## src/verilog/mex_pkg.sv

```systemverilog
package mex_pkg;

    // ----------------------------------------------------------------
    // Operation codes issued by the core sequencer
    // ----------------------------------------------------------------
    typedef enum logic [4:0] {
        MEX_OP_NOP,
        MEX_OP_SKZ,          // skip_if_mem_zero, memory form
        MEX_OP_SKZ_LOAD,     // skip_if_mem_zero_load
        MEX_OP_SKZ_BIT,      // bit test, skip when bit is 0
        MEX_OP_TBL_PAGED,    // table_fetch_paged
        MEX_OP_TBL_FINAL,    // table_fetch_final_page
        MEX_OP_TBL_PAGED_PI, // table_fetch_paged_preinc
        MEX_OP_TBL_FINAL_PI, // table_fetch_final_preinc
        MEX_OP_XOR_A,        // result to working register
        MEX_OP_XOR_M,        // exor_to_memory
        MEX_OP_XOR_IMM,
        MEX_OP_ADD,          // far_add
        MEX_OP_ADC,          // far_add_with_carry
        MEX_OP_AND,          // far_bitwise_conj
        MEX_OP_OR,           // far_bitwise_disj
        MEX_OP_CLR,          // far_clear_mem, whole byte
        MEX_OP_CLR_BIT,
        MEX_OP_CPL,          // far_invert_mem
        MEX_OP_BCD,          // far_bcd_adjust
        MEX_OP_DEC,          // far_decrement
        MEX_OP_INC,          // far_increment
        MEX_OP_MOV_TO_A,     // far_move, memory to working register
        MEX_OP_MOV_TO_M      // far_move, working register to memory
    } mex_op_t;

    // ----------------------------------------------------------------
    // Sequencer states
    // ----------------------------------------------------------------
    typedef enum logic [1:0] {
        MEX_ST_IDLE,
        MEX_ST_READ,
        MEX_ST_EXEC,
        MEX_ST_DUMMY
    } mex_state_t;

    // ----------------------------------------------------------------
    // Widths and constants
    // ----------------------------------------------------------------
    localparam int          MEX_DW          = 8;
    localparam int          MEX_PW          = 16;
    localparam logic [7:0]  MEX_ZERO        = 8'h00;
    localparam logic [7:0]  MEX_ONE         = 8'h01;
    localparam logic [7:0]  MEX_ACC_RST     = 8'h00;
    localparam logic [3:0]  MEX_BCD_LIMIT   = 4'h9;
    localparam logic [3:0]  MEX_BCD_FIX     = 4'h6;
    localparam int          MEX_NIB         = 4;
    localparam int          MEX_FLAG_W      = 5;
    // Flag vector bit positions
    localparam int          MEX_F_C         = 0;
    localparam int          MEX_F_AC        = 1;
    localparam int          MEX_F_Z         = 2;
    localparam int          MEX_F_OV        = 3;
    localparam int          MEX_F_SC        = 4;

endpackage

```

## src/verilog/mex_exec.sv

```systemverilog
`timescale 1ns/100ps
module mex_exec
    import mex_pkg::*;
#(
    parameter int ADDR_W = 12,
    parameter int PROG_W = 13
) (
    // Clock, reset, enable
    input  wire logic                clk_sys_i,
    input  wire logic                rstn_i,
    input  wire logic                ce_i,
    // Instruction request from sequencer
    input  wire logic                start_i,
    input  wire mex_op_t             op_i,
    input  wire logic [ADDR_W-1:0]   mem_addr_i,
    input  wire logic [2:0]          bit_sel_i,
    input  wire logic [MEX_DW-1:0]   imm_i,
    input  wire logic                to_mem_i,
    output logic                     busy_o,
    output logic                     done_o,
    output logic                     skip_o,
    // Data memory port
    output logic                     dmem_rd_o,
    output logic                     dmem_wr_o,
    output logic [ADDR_W-1:0]        dmem_addr_o,
    output logic [MEX_DW-1:0]        dmem_wdata_o,
    input  wire logic [MEX_DW-1:0]   dmem_rdata_i,
    // Program memory port
    output logic                     pmem_rd_o,
    output logic [PROG_W-1:0]        pmem_addr_o,
    input  wire logic [MEX_PW-1:0]   pmem_rdata_i,
    // Table pointer load
    input  wire logic                tbl_low_wr_i,
    input  wire logic                tbl_high_wr_i,
    input  wire logic [MEX_DW-1:0]   tbl_wdata_i,
    // Architectural state
    output logic [MEX_DW-1:0]        working_register_o,
    output logic [MEX_DW-1:0]        table_pointer_low_o,
    output logic [MEX_DW-1:0]        table_pointer_high_o,
    output logic [MEX_DW-1:0]        table_high_latch_o,
    output logic                     carry_o,
    output logic                     nibble_half_flag_o,
    output logic                     zero_o,
    output logic                     signed_range_flag_o,
    output logic                     aux_signed_flag_o
);

    // ----------------------------------------------------------------
    // State
    // ----------------------------------------------------------------
    typedef struct packed {
        logic                rst_q1;
        logic                rst_q2;
        mex_state_t          st;
        mex_op_t             op;
        logic [ADDR_W-1:0]   addr;
        logic [2:0]          bsel;
        logic [MEX_DW-1:0]   imm;
        logic                to_mem;
        logic                skip_pend;
        logic [MEX_DW-1:0]   acc;
        logic [MEX_DW-1:0]   tlo;
        logic [MEX_DW-1:0]   thi;
        logic [MEX_DW-1:0]   tlatch;
        logic [MEX_FLAG_W-1:0] flags;
        logic                dmem_rd;
        logic                dmem_wr;
        logic [MEX_DW-1:0]   wdata;
        logic                pmem_rd;
        logic [PROG_W-1:0]   paddr;
        logic                done;
        logic                skip;
    } mex_state_reg_t;

    mex_state_reg_t s_reg;
    mex_state_reg_t s_next;
    logic           rstn_sync;

    assign rstn_sync = s_reg.rst_q2;

    // Zero test helper
    function automatic logic is_zero(input logic [MEX_DW-1:0] v);
        return v == MEX_ZERO;
    endfunction
    // Table fetch opcodes, used by the sequencer and the checks
    function automatic logic is_table(input mex_op_t o);
        return o inside {MEX_OP_TBL_PAGED, MEX_OP_TBL_FINAL, MEX_OP_TBL_PAGED_PI, MEX_OP_TBL_FINAL_PI};
    endfunction

    // Program address; final page means all upper bits set
    function automatic logic [PROG_W-1:0] tbl_addr(input logic final_pg,
                                                   input logic [MEX_DW-1:0] hi,
                                                   input logic [MEX_DW-1:0] lo);
        logic [PROG_W-1:0] a;
        a = {{(PROG_W-MEX_DW){1'b1}}, lo};
        if (!final_pg) begin
            a[PROG_W-1:MEX_DW] = hi[PROG_W-MEX_DW-1:0];
        end
        return a;
    endfunction

    // ----------------------------------------------------------------
    // Next-state logic
    // ----------------------------------------------------------------
    always_comb begin
        logic [MEX_DW:0]   sum;
        logic [MEX_NIB:0]  lsum;
        logic              cin;
        logic [MEX_DW-1:0] m;
        logic [MEX_DW-1:0] res;
        logic [MEX_DW:0]   bcd;
        logic              lo_fix;
        logic              hi_fix;
        sum    = '0;
        lsum   = '0;
        cin    = 1'b0;
        m      = dmem_rdata_i;
        res    = '0;
        bcd    = '0;
        lo_fix = 1'b0;
        hi_fix = 1'b0;
        s_next = s_reg;
        s_next.rst_q1  = 1'b1;
        s_next.rst_q2  = s_reg.rst_q1;
        s_next.dmem_rd = 1'b0;
        s_next.dmem_wr = 1'b0;
        s_next.pmem_rd = 1'b0;
        s_next.done    = 1'b0;
        s_next.skip    = 1'b0;
        if (tbl_low_wr_i) begin
            s_next.tlo = tbl_wdata_i;
        end
        if (tbl_high_wr_i) begin
            s_next.thi = tbl_wdata_i;
        end
        case (s_reg.st)
            MEX_ST_IDLE: begin
                if (start_i && s_reg.skip_pend) begin
                    // Suppressed instruction: nothing latched or written
                    s_next.skip_pend = 1'b0;
                    s_next.done      = 1'b1;
                end else if (start_i && op_i != MEX_OP_NOP) begin
                    s_next.op     = op_i;
                    s_next.addr   = mem_addr_i;
                    s_next.bsel   = bit_sel_i;
                    s_next.imm    = imm_i;
                    s_next.to_mem = to_mem_i;
                    s_next.st     = MEX_ST_READ;
                    s_next.dmem_rd = 1'b1;
                    if (op_i == MEX_OP_TBL_PAGED_PI || op_i == MEX_OP_TBL_FINAL_PI) begin
                        s_next.tlo = s_reg.tlo + MEX_ONE;
                    end
                end else if (start_i) begin
                    s_next.done = 1'b1;
                end
            end
            MEX_ST_READ: begin
                // Data byte valid next cycle; table ops also need the program word
                s_next.st = MEX_ST_EXEC;
                if (is_table(s_reg.op)) begin
                    s_next.pmem_rd = 1'b1;
                    s_next.paddr   = tbl_addr(s_reg.op inside {MEX_OP_TBL_FINAL, MEX_OP_TBL_FINAL_PI},
                                              s_reg.thi, s_reg.tlo);
                    s_next.st      = MEX_ST_DUMMY;
                end
            end
            MEX_ST_DUMMY: begin
                // Program word comes back one cycle after its read strobe
                s_next.st = MEX_ST_EXEC;
            end
            MEX_ST_EXEC: begin
                s_next.st   = MEX_ST_IDLE;
                s_next.done = 1'b1;
                case (s_reg.op)
                    MEX_OP_TBL_PAGED, MEX_OP_TBL_FINAL, MEX_OP_TBL_PAGED_PI, MEX_OP_TBL_FINAL_PI: begin
                        // Program word returned: low byte to memory, high byte to latch
                        s_next.wdata   = pmem_rdata_i[MEX_DW-1:0];
                        s_next.tlatch  = pmem_rdata_i[MEX_PW-1:MEX_DW];
                        s_next.dmem_wr = 1'b1;
                    end
                    MEX_OP_SKZ: begin
                        s_next.wdata   = m;
                        s_next.dmem_wr = 1'b1;
                        s_next.skip_pend = is_zero(m);
                        s_next.skip      = is_zero(m);
                    end
                    MEX_OP_SKZ_LOAD: begin
                        s_next.acc       = m;
                        s_next.skip_pend = is_zero(m);
                        s_next.skip      = is_zero(m);
                    end
                    MEX_OP_SKZ_BIT: begin
                        s_next.skip_pend = ~m[s_reg.bsel];
                        s_next.skip      = ~m[s_reg.bsel];
                    end
                    MEX_OP_XOR_A, MEX_OP_XOR_M, MEX_OP_XOR_IMM,
                    MEX_OP_AND, MEX_OP_OR, MEX_OP_CPL, MEX_OP_DEC, MEX_OP_INC: begin
                        case (s_reg.op)
                            MEX_OP_XOR_IMM: res = s_reg.acc ^ s_reg.imm;
                            MEX_OP_XOR_A,
                            MEX_OP_XOR_M:   res = s_reg.acc ^ m;
                            MEX_OP_AND:     res = s_reg.acc & m;
                            MEX_OP_OR:      res = s_reg.acc | m;
                            MEX_OP_CPL:     res = ~m;
                            MEX_OP_DEC:     res = m - MEX_ONE;
                            default:        res = m + MEX_ONE;
                        endcase
                        s_next.flags[MEX_F_Z] = is_zero(res);
                        if (s_reg.op == MEX_OP_XOR_M ||
                            (s_reg.to_mem && s_reg.op != MEX_OP_XOR_A && s_reg.op != MEX_OP_XOR_IMM)) begin
                            s_next.wdata   = res;
                            s_next.dmem_wr = 1'b1;
                        end else begin
                            s_next.acc = res;
                        end
                    end
                    MEX_OP_ADD, MEX_OP_ADC: begin
                        cin  = (s_reg.op == MEX_OP_ADC) & s_reg.flags[MEX_F_C];
                        sum  = {1'b0, s_reg.acc} + {1'b0, m} + {{MEX_DW{1'b0}}, cin};
                        lsum = {1'b0, s_reg.acc[MEX_NIB-1:0]} + {1'b0, m[MEX_NIB-1:0]}
                               + {{MEX_NIB{1'b0}}, cin};
                        res  = sum[MEX_DW-1:0];
                        s_next.flags[MEX_F_C]  = sum[MEX_DW];
                        s_next.flags[MEX_F_AC] = lsum[MEX_NIB];
                        s_next.flags[MEX_F_Z]  = is_zero(res);
                        s_next.flags[MEX_F_OV] = (s_reg.acc[MEX_DW-1] == m[MEX_DW-1]) &&
                                                 (res[MEX_DW-1] != m[MEX_DW-1]);
                        s_next.flags[MEX_F_SC] = res[MEX_DW-1] ^ s_next.flags[MEX_F_OV];
                        if (s_reg.to_mem) begin
                            s_next.wdata   = res;
                            s_next.dmem_wr = 1'b1;
                        end else begin
                            s_next.acc = res;
                        end
                    end
                    MEX_OP_CLR: begin
                        s_next.wdata   = MEX_ZERO;
                        s_next.dmem_wr = 1'b1;
                    end
                    MEX_OP_CLR_BIT: begin
                        res = m;
                        res[s_reg.bsel] = 1'b0;
                        s_next.wdata   = res;
                        s_next.dmem_wr = 1'b1;
                    end
                    MEX_OP_BCD: begin
                        lo_fix = (s_reg.acc[MEX_NIB-1:0] > MEX_BCD_LIMIT) || s_reg.flags[MEX_F_AC];
                        hi_fix = (s_reg.acc[MEX_DW-1:MEX_NIB] > MEX_BCD_LIMIT) || s_reg.flags[MEX_F_C];
                        bcd = {1'b0, s_reg.acc} + {5'h00, (lo_fix ? MEX_BCD_FIX : 4'h0)}
                            + {1'b0, (hi_fix ? MEX_BCD_FIX : 4'h0), 4'h0};
                        s_next.wdata   = bcd[MEX_DW-1:0];
                        s_next.dmem_wr = 1'b1;
                        // Carry only ever set here, needed for multi-byte BCD
                        s_next.flags[MEX_F_C] = s_reg.flags[MEX_F_C] | bcd[MEX_DW] | hi_fix;
                    end
                    MEX_OP_MOV_TO_A: s_next.acc = m;
                    MEX_OP_MOV_TO_M: begin
                        s_next.wdata   = s_reg.acc;
                        s_next.dmem_wr = 1'b1;
                    end
                    default: ;
                endcase
            end
            default: s_next.st = MEX_ST_IDLE;
        endcase
    end

    // ----------------------------------------------------------------
    // Registers; reset brings only constants
    // ----------------------------------------------------------------
    always_ff @(posedge clk_sys_i or negedge rstn_i) begin
        if (!rstn_i) begin
            s_reg <= '0;
        end else if (ce_i) begin
            if (!rstn_sync) begin
                s_reg        <= '0;
                s_reg.rst_q1 <= s_next.rst_q1;
                s_reg.rst_q2 <= s_next.rst_q2;
            end else begin
                s_reg <= s_next;
            end
        end
    end

    // ----------------------------------------------------------------
    // Outputs
    // ----------------------------------------------------------------
    assign busy_o               = s_reg.st != MEX_ST_IDLE;
    assign done_o               = s_reg.done;
    assign skip_o               = s_reg.skip;
    assign dmem_rd_o            = s_reg.dmem_rd;
    assign dmem_wr_o            = s_reg.dmem_wr;
    assign dmem_addr_o          = s_reg.addr;
    assign dmem_wdata_o         = s_reg.wdata;
    assign pmem_rd_o            = s_reg.pmem_rd;
    assign pmem_addr_o          = s_reg.paddr;
    assign working_register_o   = s_reg.acc;
    assign table_pointer_low_o  = s_reg.tlo;
    assign table_pointer_high_o = s_reg.thi;
    assign table_high_latch_o   = s_reg.tlatch;
    assign carry_o              = s_reg.flags[MEX_F_C];
    assign nibble_half_flag_o   = s_reg.flags[MEX_F_AC];
    assign zero_o               = s_reg.flags[MEX_F_Z];
    assign signed_range_flag_o  = s_reg.flags[MEX_F_OV];
    assign aux_signed_flag_o    = s_reg.flags[MEX_F_SC];
endmodule // mex_exec

```

## config.mk

```make
export PLATFORM = sky130hd
export DESIGN_NAME = mex_exec
export DESIGN_NICKNAME = d
export VERILOG_FILES = /design/src/verilog/mex_pkg.sv /design/src/verilog/mex_exec.sv
export SDC_FILE = /design/constraint.sdc
export NUM_CORES = 1
export LEC_CHECK = 0
export BUFFER_PORTS_ARGS = -buffer_cell sky130_fd_sc_hd__buf_2
export CORE_MARGIN = 5
export CORE_UTILIZATION = 40
export CTS_BUF_LIST = sky130_fd_sc_hd__clkbuf_16
export DETAILED_ROUTE_END_ITERATION = 7
export MAX_ROUTING_LAYER = met4
export PLACE_DENSITY = 0.72
export SLEW_MARGIN = 10
export SYNTH_ARGS = -nofsm -noshare
export SYNTH_HDL_FRONTEND = slang
export SYNTH_SLANG_ARGS = --single-unit
```

## constraint.sdc

```tcl
create_clock -name clk_sys_i -period 5.1 [get_ports clk_sys_i]
set_input_delay 0.255 -clock clk_sys_i [delete_from_list [all_inputs] [get_ports clk_sys_i]]
set_output_delay 0.255 -clock clk_sys_i [all_outputs]
set_load 0.01 [all_outputs]
```

==> flow_metrics.env, run 1 <==
export IMPL_crit_path_max_incr_delay_ps=710
export IMPL_grt_overflow=0
export IMPL_worstSetupStartpointType="register"
export IMPL_clock_skew_ps=12.74
export IMPL_hold_violations=0
export IMPL_reg2reg_slack_ps=1560
export IMPL_worstMarginPinSlew_ps=1094
export IMPL_synth_most_common_cell="dfrtp_1"
export IMPL_worstPathCellList="nor2b_1 -> nand4_1 -> fa_1 -> fa_1 -> nand2b_1 -> a21oi_1 -> xnor2_1 -> o2111ai_1 -> a21o_1 -> a22o_1"
export IMPL_grt_max_degree=61
export IMPL_startpoint="s_reg[91]"
export IMPL_rr_worst_depth=10
export IMPL_dieWidth_um=142.6
export IMPL_drcViolationCount=0
export IMPL_p_leak_nw=3.662
export IMPL_synthDistinctLibCells=76
export IMPL_cts_root_buffer_cell="clkbuf_16"
export IMPL_synth_top_cell_area_share_pct=34.53
export IMPL_status="completed"
export IMPL_largest_reg_flops=20
export IMPL_viasPerCell=5.846
export IMPL_finalCritPeriodShare_pct=69.44
export IMPL_period_needed_ps=3542
export IMPL_h_tree_depth=3
export IMPL_die_y_um=142.6
export IMPL_setup_tns_ps=0
export IMPL_nets=931
export IMPL_drt_wl_total_um=22110
export IMPL_hp_class="in -> reg"
export IMPL_drv_slew=0
export IMPL_synth_seq_cells=97
export IMPL_r2r_start="s_reg[91]"
export IMPL_cts_sinks=97
export IMPL_synthFlopType="dfrtp_1"
export IMPL_drtPass1Iterations=5
export IMPL_cts_buffers=9
export IMPL_crit_path_max_fanout=19
export IMPL_setup_violations=0
export IMPL_async_flop_share_pct=100.0
export IMPL_antenna_found_initial=0
export IMPL_setup_worst_path_class="reg -> reg"
export IMPL_fp_dieArea_um2=20330
export IMPL_worstSetupEndpoint="dmem_wdata_o[4]"
export IMPL_synthesis_area_um2=7030
export IMPL_clkTransAtPathRegs_ps=80
export IMPL_grt_pass1_wl_um=34140
export IMPL_netlist_top_cell_by_area="dfrtp_1"
export IMPL_syn_avg_cell_area_um2=9.013
export IMPL_drive_above_1_share_pct=22.67
export IMPL_rsz0062_at_grt="no"
export IMPL_relSlewSlack_pct=26.87
export IMPL_num_vias=6214
export IMPL_track_usage_pct=22.14
export IMPL_core_um2=17300
export IMPL_clock_latency_ps=360
export IMPL_ys_top_cells_by_area="dfrtp_1, buf_4, a22o_1, ha_1, nand2_1"
export IMPL_critical_path_endpoint_type="register"
export IMPL_place_congestion=1.007
export IMPL_synth_cells=780
export IMPL_cp_arrival_ps=3790
export IMPL_irDropWorstVdd_v=0.0001868
export IMPL_area_growth_pct=9.806
export IMPL_pin_count=143
export IMPL_placed_area_um2=7391
export IMPL_hpwl_um=16570
export IMPL_io_buffers=142
export IMPL_rows=48
export IMPL_clockBufferDepth=2
export IMPL_design_area_um2=7720
export IMPL_wl_per_cell_um=20.80
export IMPL_cts_tree="yes"
export IMPL_syn_num_nets=878
export IMPL_yosysWarnings=0
export IMPL_ant_nets=0
export IMPL_diodes=0
export IMPL_drtIter0Drc=593
export IMPL_r2r_end="dmem_wdata_o[4]"
export IMPL_power_density_nw_per_um2=391.9
export IMPL_ys_seq_area_share_pct=34.53
export IMPL_max_freq_ghz=0.2824
export IMPL_cp_common_cell="fa_1"
export IMPL_cp_slowest_cell="dfrtp_1"
export IMPL_maxCapViolCount=0
export IMPL_initial_core_util_pct=40.65
export IMPL_grt_pass1_vias=5964
export IMPL_crit_required_ps=5340
export IMPL_synth_top_cells_by_count="dfrtp_1, nand2_1, buf_4"
export IMPL_synth_edf_count=0
[report_power, final]
part           leakage [nW]  internal (mW)  switching (mW)  total, mW
clock                 0.153          0.396           0.342      0.737
combinational          2.22          0.500           0.680       1.18
sequential             1.28          0.888           0.221       1.11
total                  3.66           1.78            1.24       3.03
[worst min path at each step]
stage,start,endpoint,slack [ps],cells past startpoint
detailed placement,rstn_i,table_high_latch_o[6],260,1
global route,imm_i[2],s_reg[67],110,2
floorplan,rstn_i,aux_signed_flag_o,-40,0
global placement,rstn_i,table_high_latch_o[6],250,1
CTS,mem_addr_i[11],dmem_addr_o[11],100,2
finish,mem_addr_i[4],dmem_addr_o[4],110,2
[worst max-delay path: cells and delay by family (launching register included)]
| kind | cells | cell delay [ps] |
|---|---|---|
| fa+ha+maj | 2 | 910 |
| xor+xnor | 1 | 230 |
| flops | 1 | 710 |
| simple gates | 3 | 780 |
| compound gates | 4 | 800 |
[metal layers]
layer / GRT usage [%] / wire length (um)
met5: - / 0
met3: 5.544 / 1741
met1: 30.01 / 9989
met2: 33.09 / 9967
met4: 5.953 / 411
[cell type report]
cell class | count | area [um2]
fill | 1711 | 9577
inverter | 34 | 127.6
sequential | 97 | 2427
timing repair buffer | 151 | 783.3
clock inverter | 7 | 93.84
clock buffer | 9 | 225.2
multi-input combinational | 540 | 3781
tap | 225 | 281.5
[cell families (layout without fill, tap and decap cells)]
group | count (synthesis) | count (layout) | synth area share [%]
and+or+nand+nor | 204 | 204 | 14.72
muxes | 16 | 16 | 2.313
xor gates and xnor gates | 27 | 27 | 3.364
adders and majority gates | 31 | 31 | 5.944
AOI/OAI and AO/OA | 262 | 262 | 27.41
buffers and inverters | 143 | 201 | 11.73
DFF | 97 | 97 | 34.53
[cells in the final DEF (no fill, tap or decap), types with 9 or more instances in the layout]
master,netlist,final
a2bb2oi_1,10,10
buf_4,66,9
mux2i_1,14,14
o21ai_0,45,45
xnor2_1,20,20
nor2b_1,17,17
nand2_1,75,75
a21oi_1,35,35
o211ai_1,9,9
a22o_1,50,50
a21o_1,14,14
clkbuf_16,0,9
dfrtp_1,97,97
ha_1,27,27
o2bb2ai_1,11,11
inv_1,33,33
nor3_1,9,9
nor2_1,32,31
buf_2,8,141
a31oi_1,13,13
nand2b_1,13,13
nand3_1,17,17
[stage by stage]
stage	hold slack (ps)	cells	power, mW	utilization [%]	setup WS, ps
CTS	97.70	1063	3.037	44.63	1562
global route	106.9	1063	3.202	44.63	1209
finish	110.6	1063	3.025	44.63	1558
floorplan	-40.59	780	1.977	-	2200
detailed placement	255.1	1046	2.283	42.73	1576
global placement	250.6	1046	2.267	42.73	1583
[what timing repair did]
action                                 in CTS  in global routing
setup buffers                               0                  0
resized for setup                           0                  0
endpoints found under the hold margin      37                  0
hold buffers                                1                  0
No activity file was read; power rests on OpenSTA's default activity.
==> inputs of run 2 (changes only) <==
==> constraint.sdc (replaced) <==
create_clock -name clk_sys_i -period 3.5 [get_ports clk_sys_i]
set_input_delay 0.175 -clock clk_sys_i [delete_from_list [all_inputs] [get_ports clk_sys_i]]
set_output_delay 0.175 -clock clk_sys_i [all_outputs]
set_load 0.01 [all_outputs]
==> flow_metrics.env, run 2 (synthesis results as in run 1) <==
export IMPL_r2r_end="zero_o"
export IMPL_pwr_share_comb_pct=42.0
export IMPL_largest_reg_flops=20
export IMPL_maxCapViolCount=0
export IMPL_multi_input_area_um2=3781
export IMPL_grt_pass1_wl_um=34540
export IMPL_final_common_cell="buf_2"
export IMPL_initial_core_util_pct=40.65
export IMPL_cts_tree="yes"
export IMPL_pwr_share_seq_pct=34.5
export IMPL_crit_path_max_fanout=8
export IMPL_finalCritPeriodShare_pct=90.10
export IMPL_hold_start="mem_addr_i[11]"
export IMPL_status="completed"
export IMPL_num_vias=6226
export IMPL_antenna_found_initial=0
export IMPL_cts_root_buffer_cell="clkbuf_16"
export IMPL_post_cts_buffers=0
export IMPL_grt_pass1_vias=5965
export IMPL_die_y_um=142.6
export IMPL_h_tree_depth=3
export IMPL_setup_tns_ps=0
export IMPL_worstPathCellList="or3b_1 -> nor2_2 -> ha_1 -> a21oi_1 -> o21bai_1 -> xor2_1 -> a211oi_1 -> o2111ai_1 -> o41ai_2 -> a22o_1"
export IMPL_placed_area_um2=7503
export IMPL_r2r_start="s_reg[91]"
export IMPL_crit_path_max_incr_delay_ps=460
export IMPL_rsz0062_at_grt="no"
export IMPL_drv_slew=0
export IMPL_rows=48
export IMPL_power_switching_mw=1.781
export IMPL_drive_above_1_share_pct=23.92
export IMPL_rr_worst_depth=10
export IMPL_drtIter0Drc=502
export IMPL_layout_setup_ws_ps=346.6
export IMPL_pin_count=143
export IMPL_grt_max_degree=39
export IMPL_area_growth_pct=11.16
export IMPL_clkTransAtPathRegs_ps=70
export IMPL_diodes=0
export IMPL_clock_latency_ps=350
export IMPL_cp_slowest_cell="or3b_1"
export IMPL_internal_power_mw=2.630
export IMPL_clock_skew_ps=8.808
export IMPL_cts_sinks=97
export IMPL_crit_family="compound AO/OA/AOI/OAI gates"
export IMPL_track_usage_pct=22.32
export IMPL_relSlewSlack_pct=33.76
export IMPL_p_sw_share_pct=40.38
export IMPL_max_freq_ghz=0.3171
export IMPL_drt_wl_total_um=21840
export IMPL_crit_required_ps=3790
export IMPL_fillCellCount=1701
export IMPL_drcViolationCount=0
export IMPL_crit_buf_inv=0
export IMPL_core_um2=17300
export IMPL_min_path_cells=2
export IMPL_seqCellArea_um2=2427
export IMPL_cp_arrival_ps=3440
export IMPL_cts_buffers=9
export IMPL_ant_nets=0
export IMPL_worstSetupStartpointType="register"
export IMPL_io_buffers=142
export IMPL_power_density_nw_per_um2=564.4
export IMPL_viasPerCell=5.776
export IMPL_fp_dieArea_um2=20330
export IMPL_design_area_um2=7815
export IMPL_irDropWorstVdd_v=0.0002525
export IMPL_hpwl_um=16480
export IMPL_wl_per_cell_um=20.26
export IMPL_critical_path_endpoint_type="register"
export IMPL_min_to="dmem_addr_o[11]"
export IMPL_setup_violations=0
export IMPL_hp_class="in -> reg"
export IMPL_drtPass1Iterations=5
export IMPL_clockBufferDepth=2
export IMPL_setup_worst_path_class="reg -> reg"
export IMPL_reg2reg_slack_ps=350
export IMPL_dp_worst_setup_slack_ps=353.1
export IMPL_worstMarginPinSlew_ps=987.0
export IMPL_period_needed_ps=3153
export IMPL_grt_overflow=0
export IMPL_holdWs_ps=31.83
export IMPL_nets=946
export IMPL_place_congestion=0.9426
export IMPL_dieWidth_um=142.6
export IMPL_hold_violations=0
export IMPL_p_leak_nw=3.723
export IMPL_p_clk_share_pct=23.5
export IMPL_final_cell_mix="buf_2, dfrtp_1, nand2_1"
[run 2: changes by cell type in the layout (fill, tap and decap cells not counted), sizes merged]
cell / change
buf: +15
clkinvlp: +2
inv: -2
[run 2: worst max path at each step]
stage | start | depth (start not counted) | to
after CTS | s_reg[91] | 10 | zero_o
after global routing | s_reg[91] | 10 | zero_o
after floorplan | s_reg[88] | 12 | zero_o
final | s_reg[91] | 10 | zero_o
after global placement | s_reg[91] | 10 | zero_o
after detailed placement | s_reg[91] | 10 | zero_o
[run 2: power groups by stage]
| stage | clock network, mW | logic [mW] | registers, mW |
|---|---|---|---|
| after floorplan | 0 | 1.43 | 1.45 |
| after global placement | 0 | 1.81 | 1.53 |
| after detailed placement | 0 | 1.83 | 1.54 |
| after CTS | 1.06 | 1.84 | 1.52 |
| after global routing | 1.11 | 2.04 | 1.55 |
| final | 1.03 | 1.85 | 1.52 |
[run 2: through the flow]
step	total power, mW	cells	util [%]
2_1_floorplan	2.881	780	-
3_3_place_gp	3.343	1061	43.38
3_5_place_dp	3.367	1061	43.38
4_1_cts	4.414	1078	45.18
5_1_grt	4.695	1078	45.18
6_report	4.411	1078	45.18
[run 2: what timing repair did]
| action | CTS | global route |
|---|---|---|
| hold buffers | 1 | 0 |
| resized for setup | 0 | 0 |
| endpoints found under the hold margin | 35 | 0 |
[run 2: final cells by class]
type,instances,area share (%)
multi-input cells,540,48.38
flip-flops and latches,97,31.06
repair buffers,166,11.46
well taps,225,3.602
clock buffers,9,2.882
inverters,34,1.633
clock inverters,7,0.9766
[run 2: metal layers]
metal | up-vias | wire length (um) | global-route usage [%]
met5 | - | 0 | -
met4 | 0 | 626 | 7.804
met3 | 42 | 1786 | 4.503
met2 | 280 | 9441 | 31.45
met1 | 2973 | 9983 | 31.80
li1 | 2931 | - | -
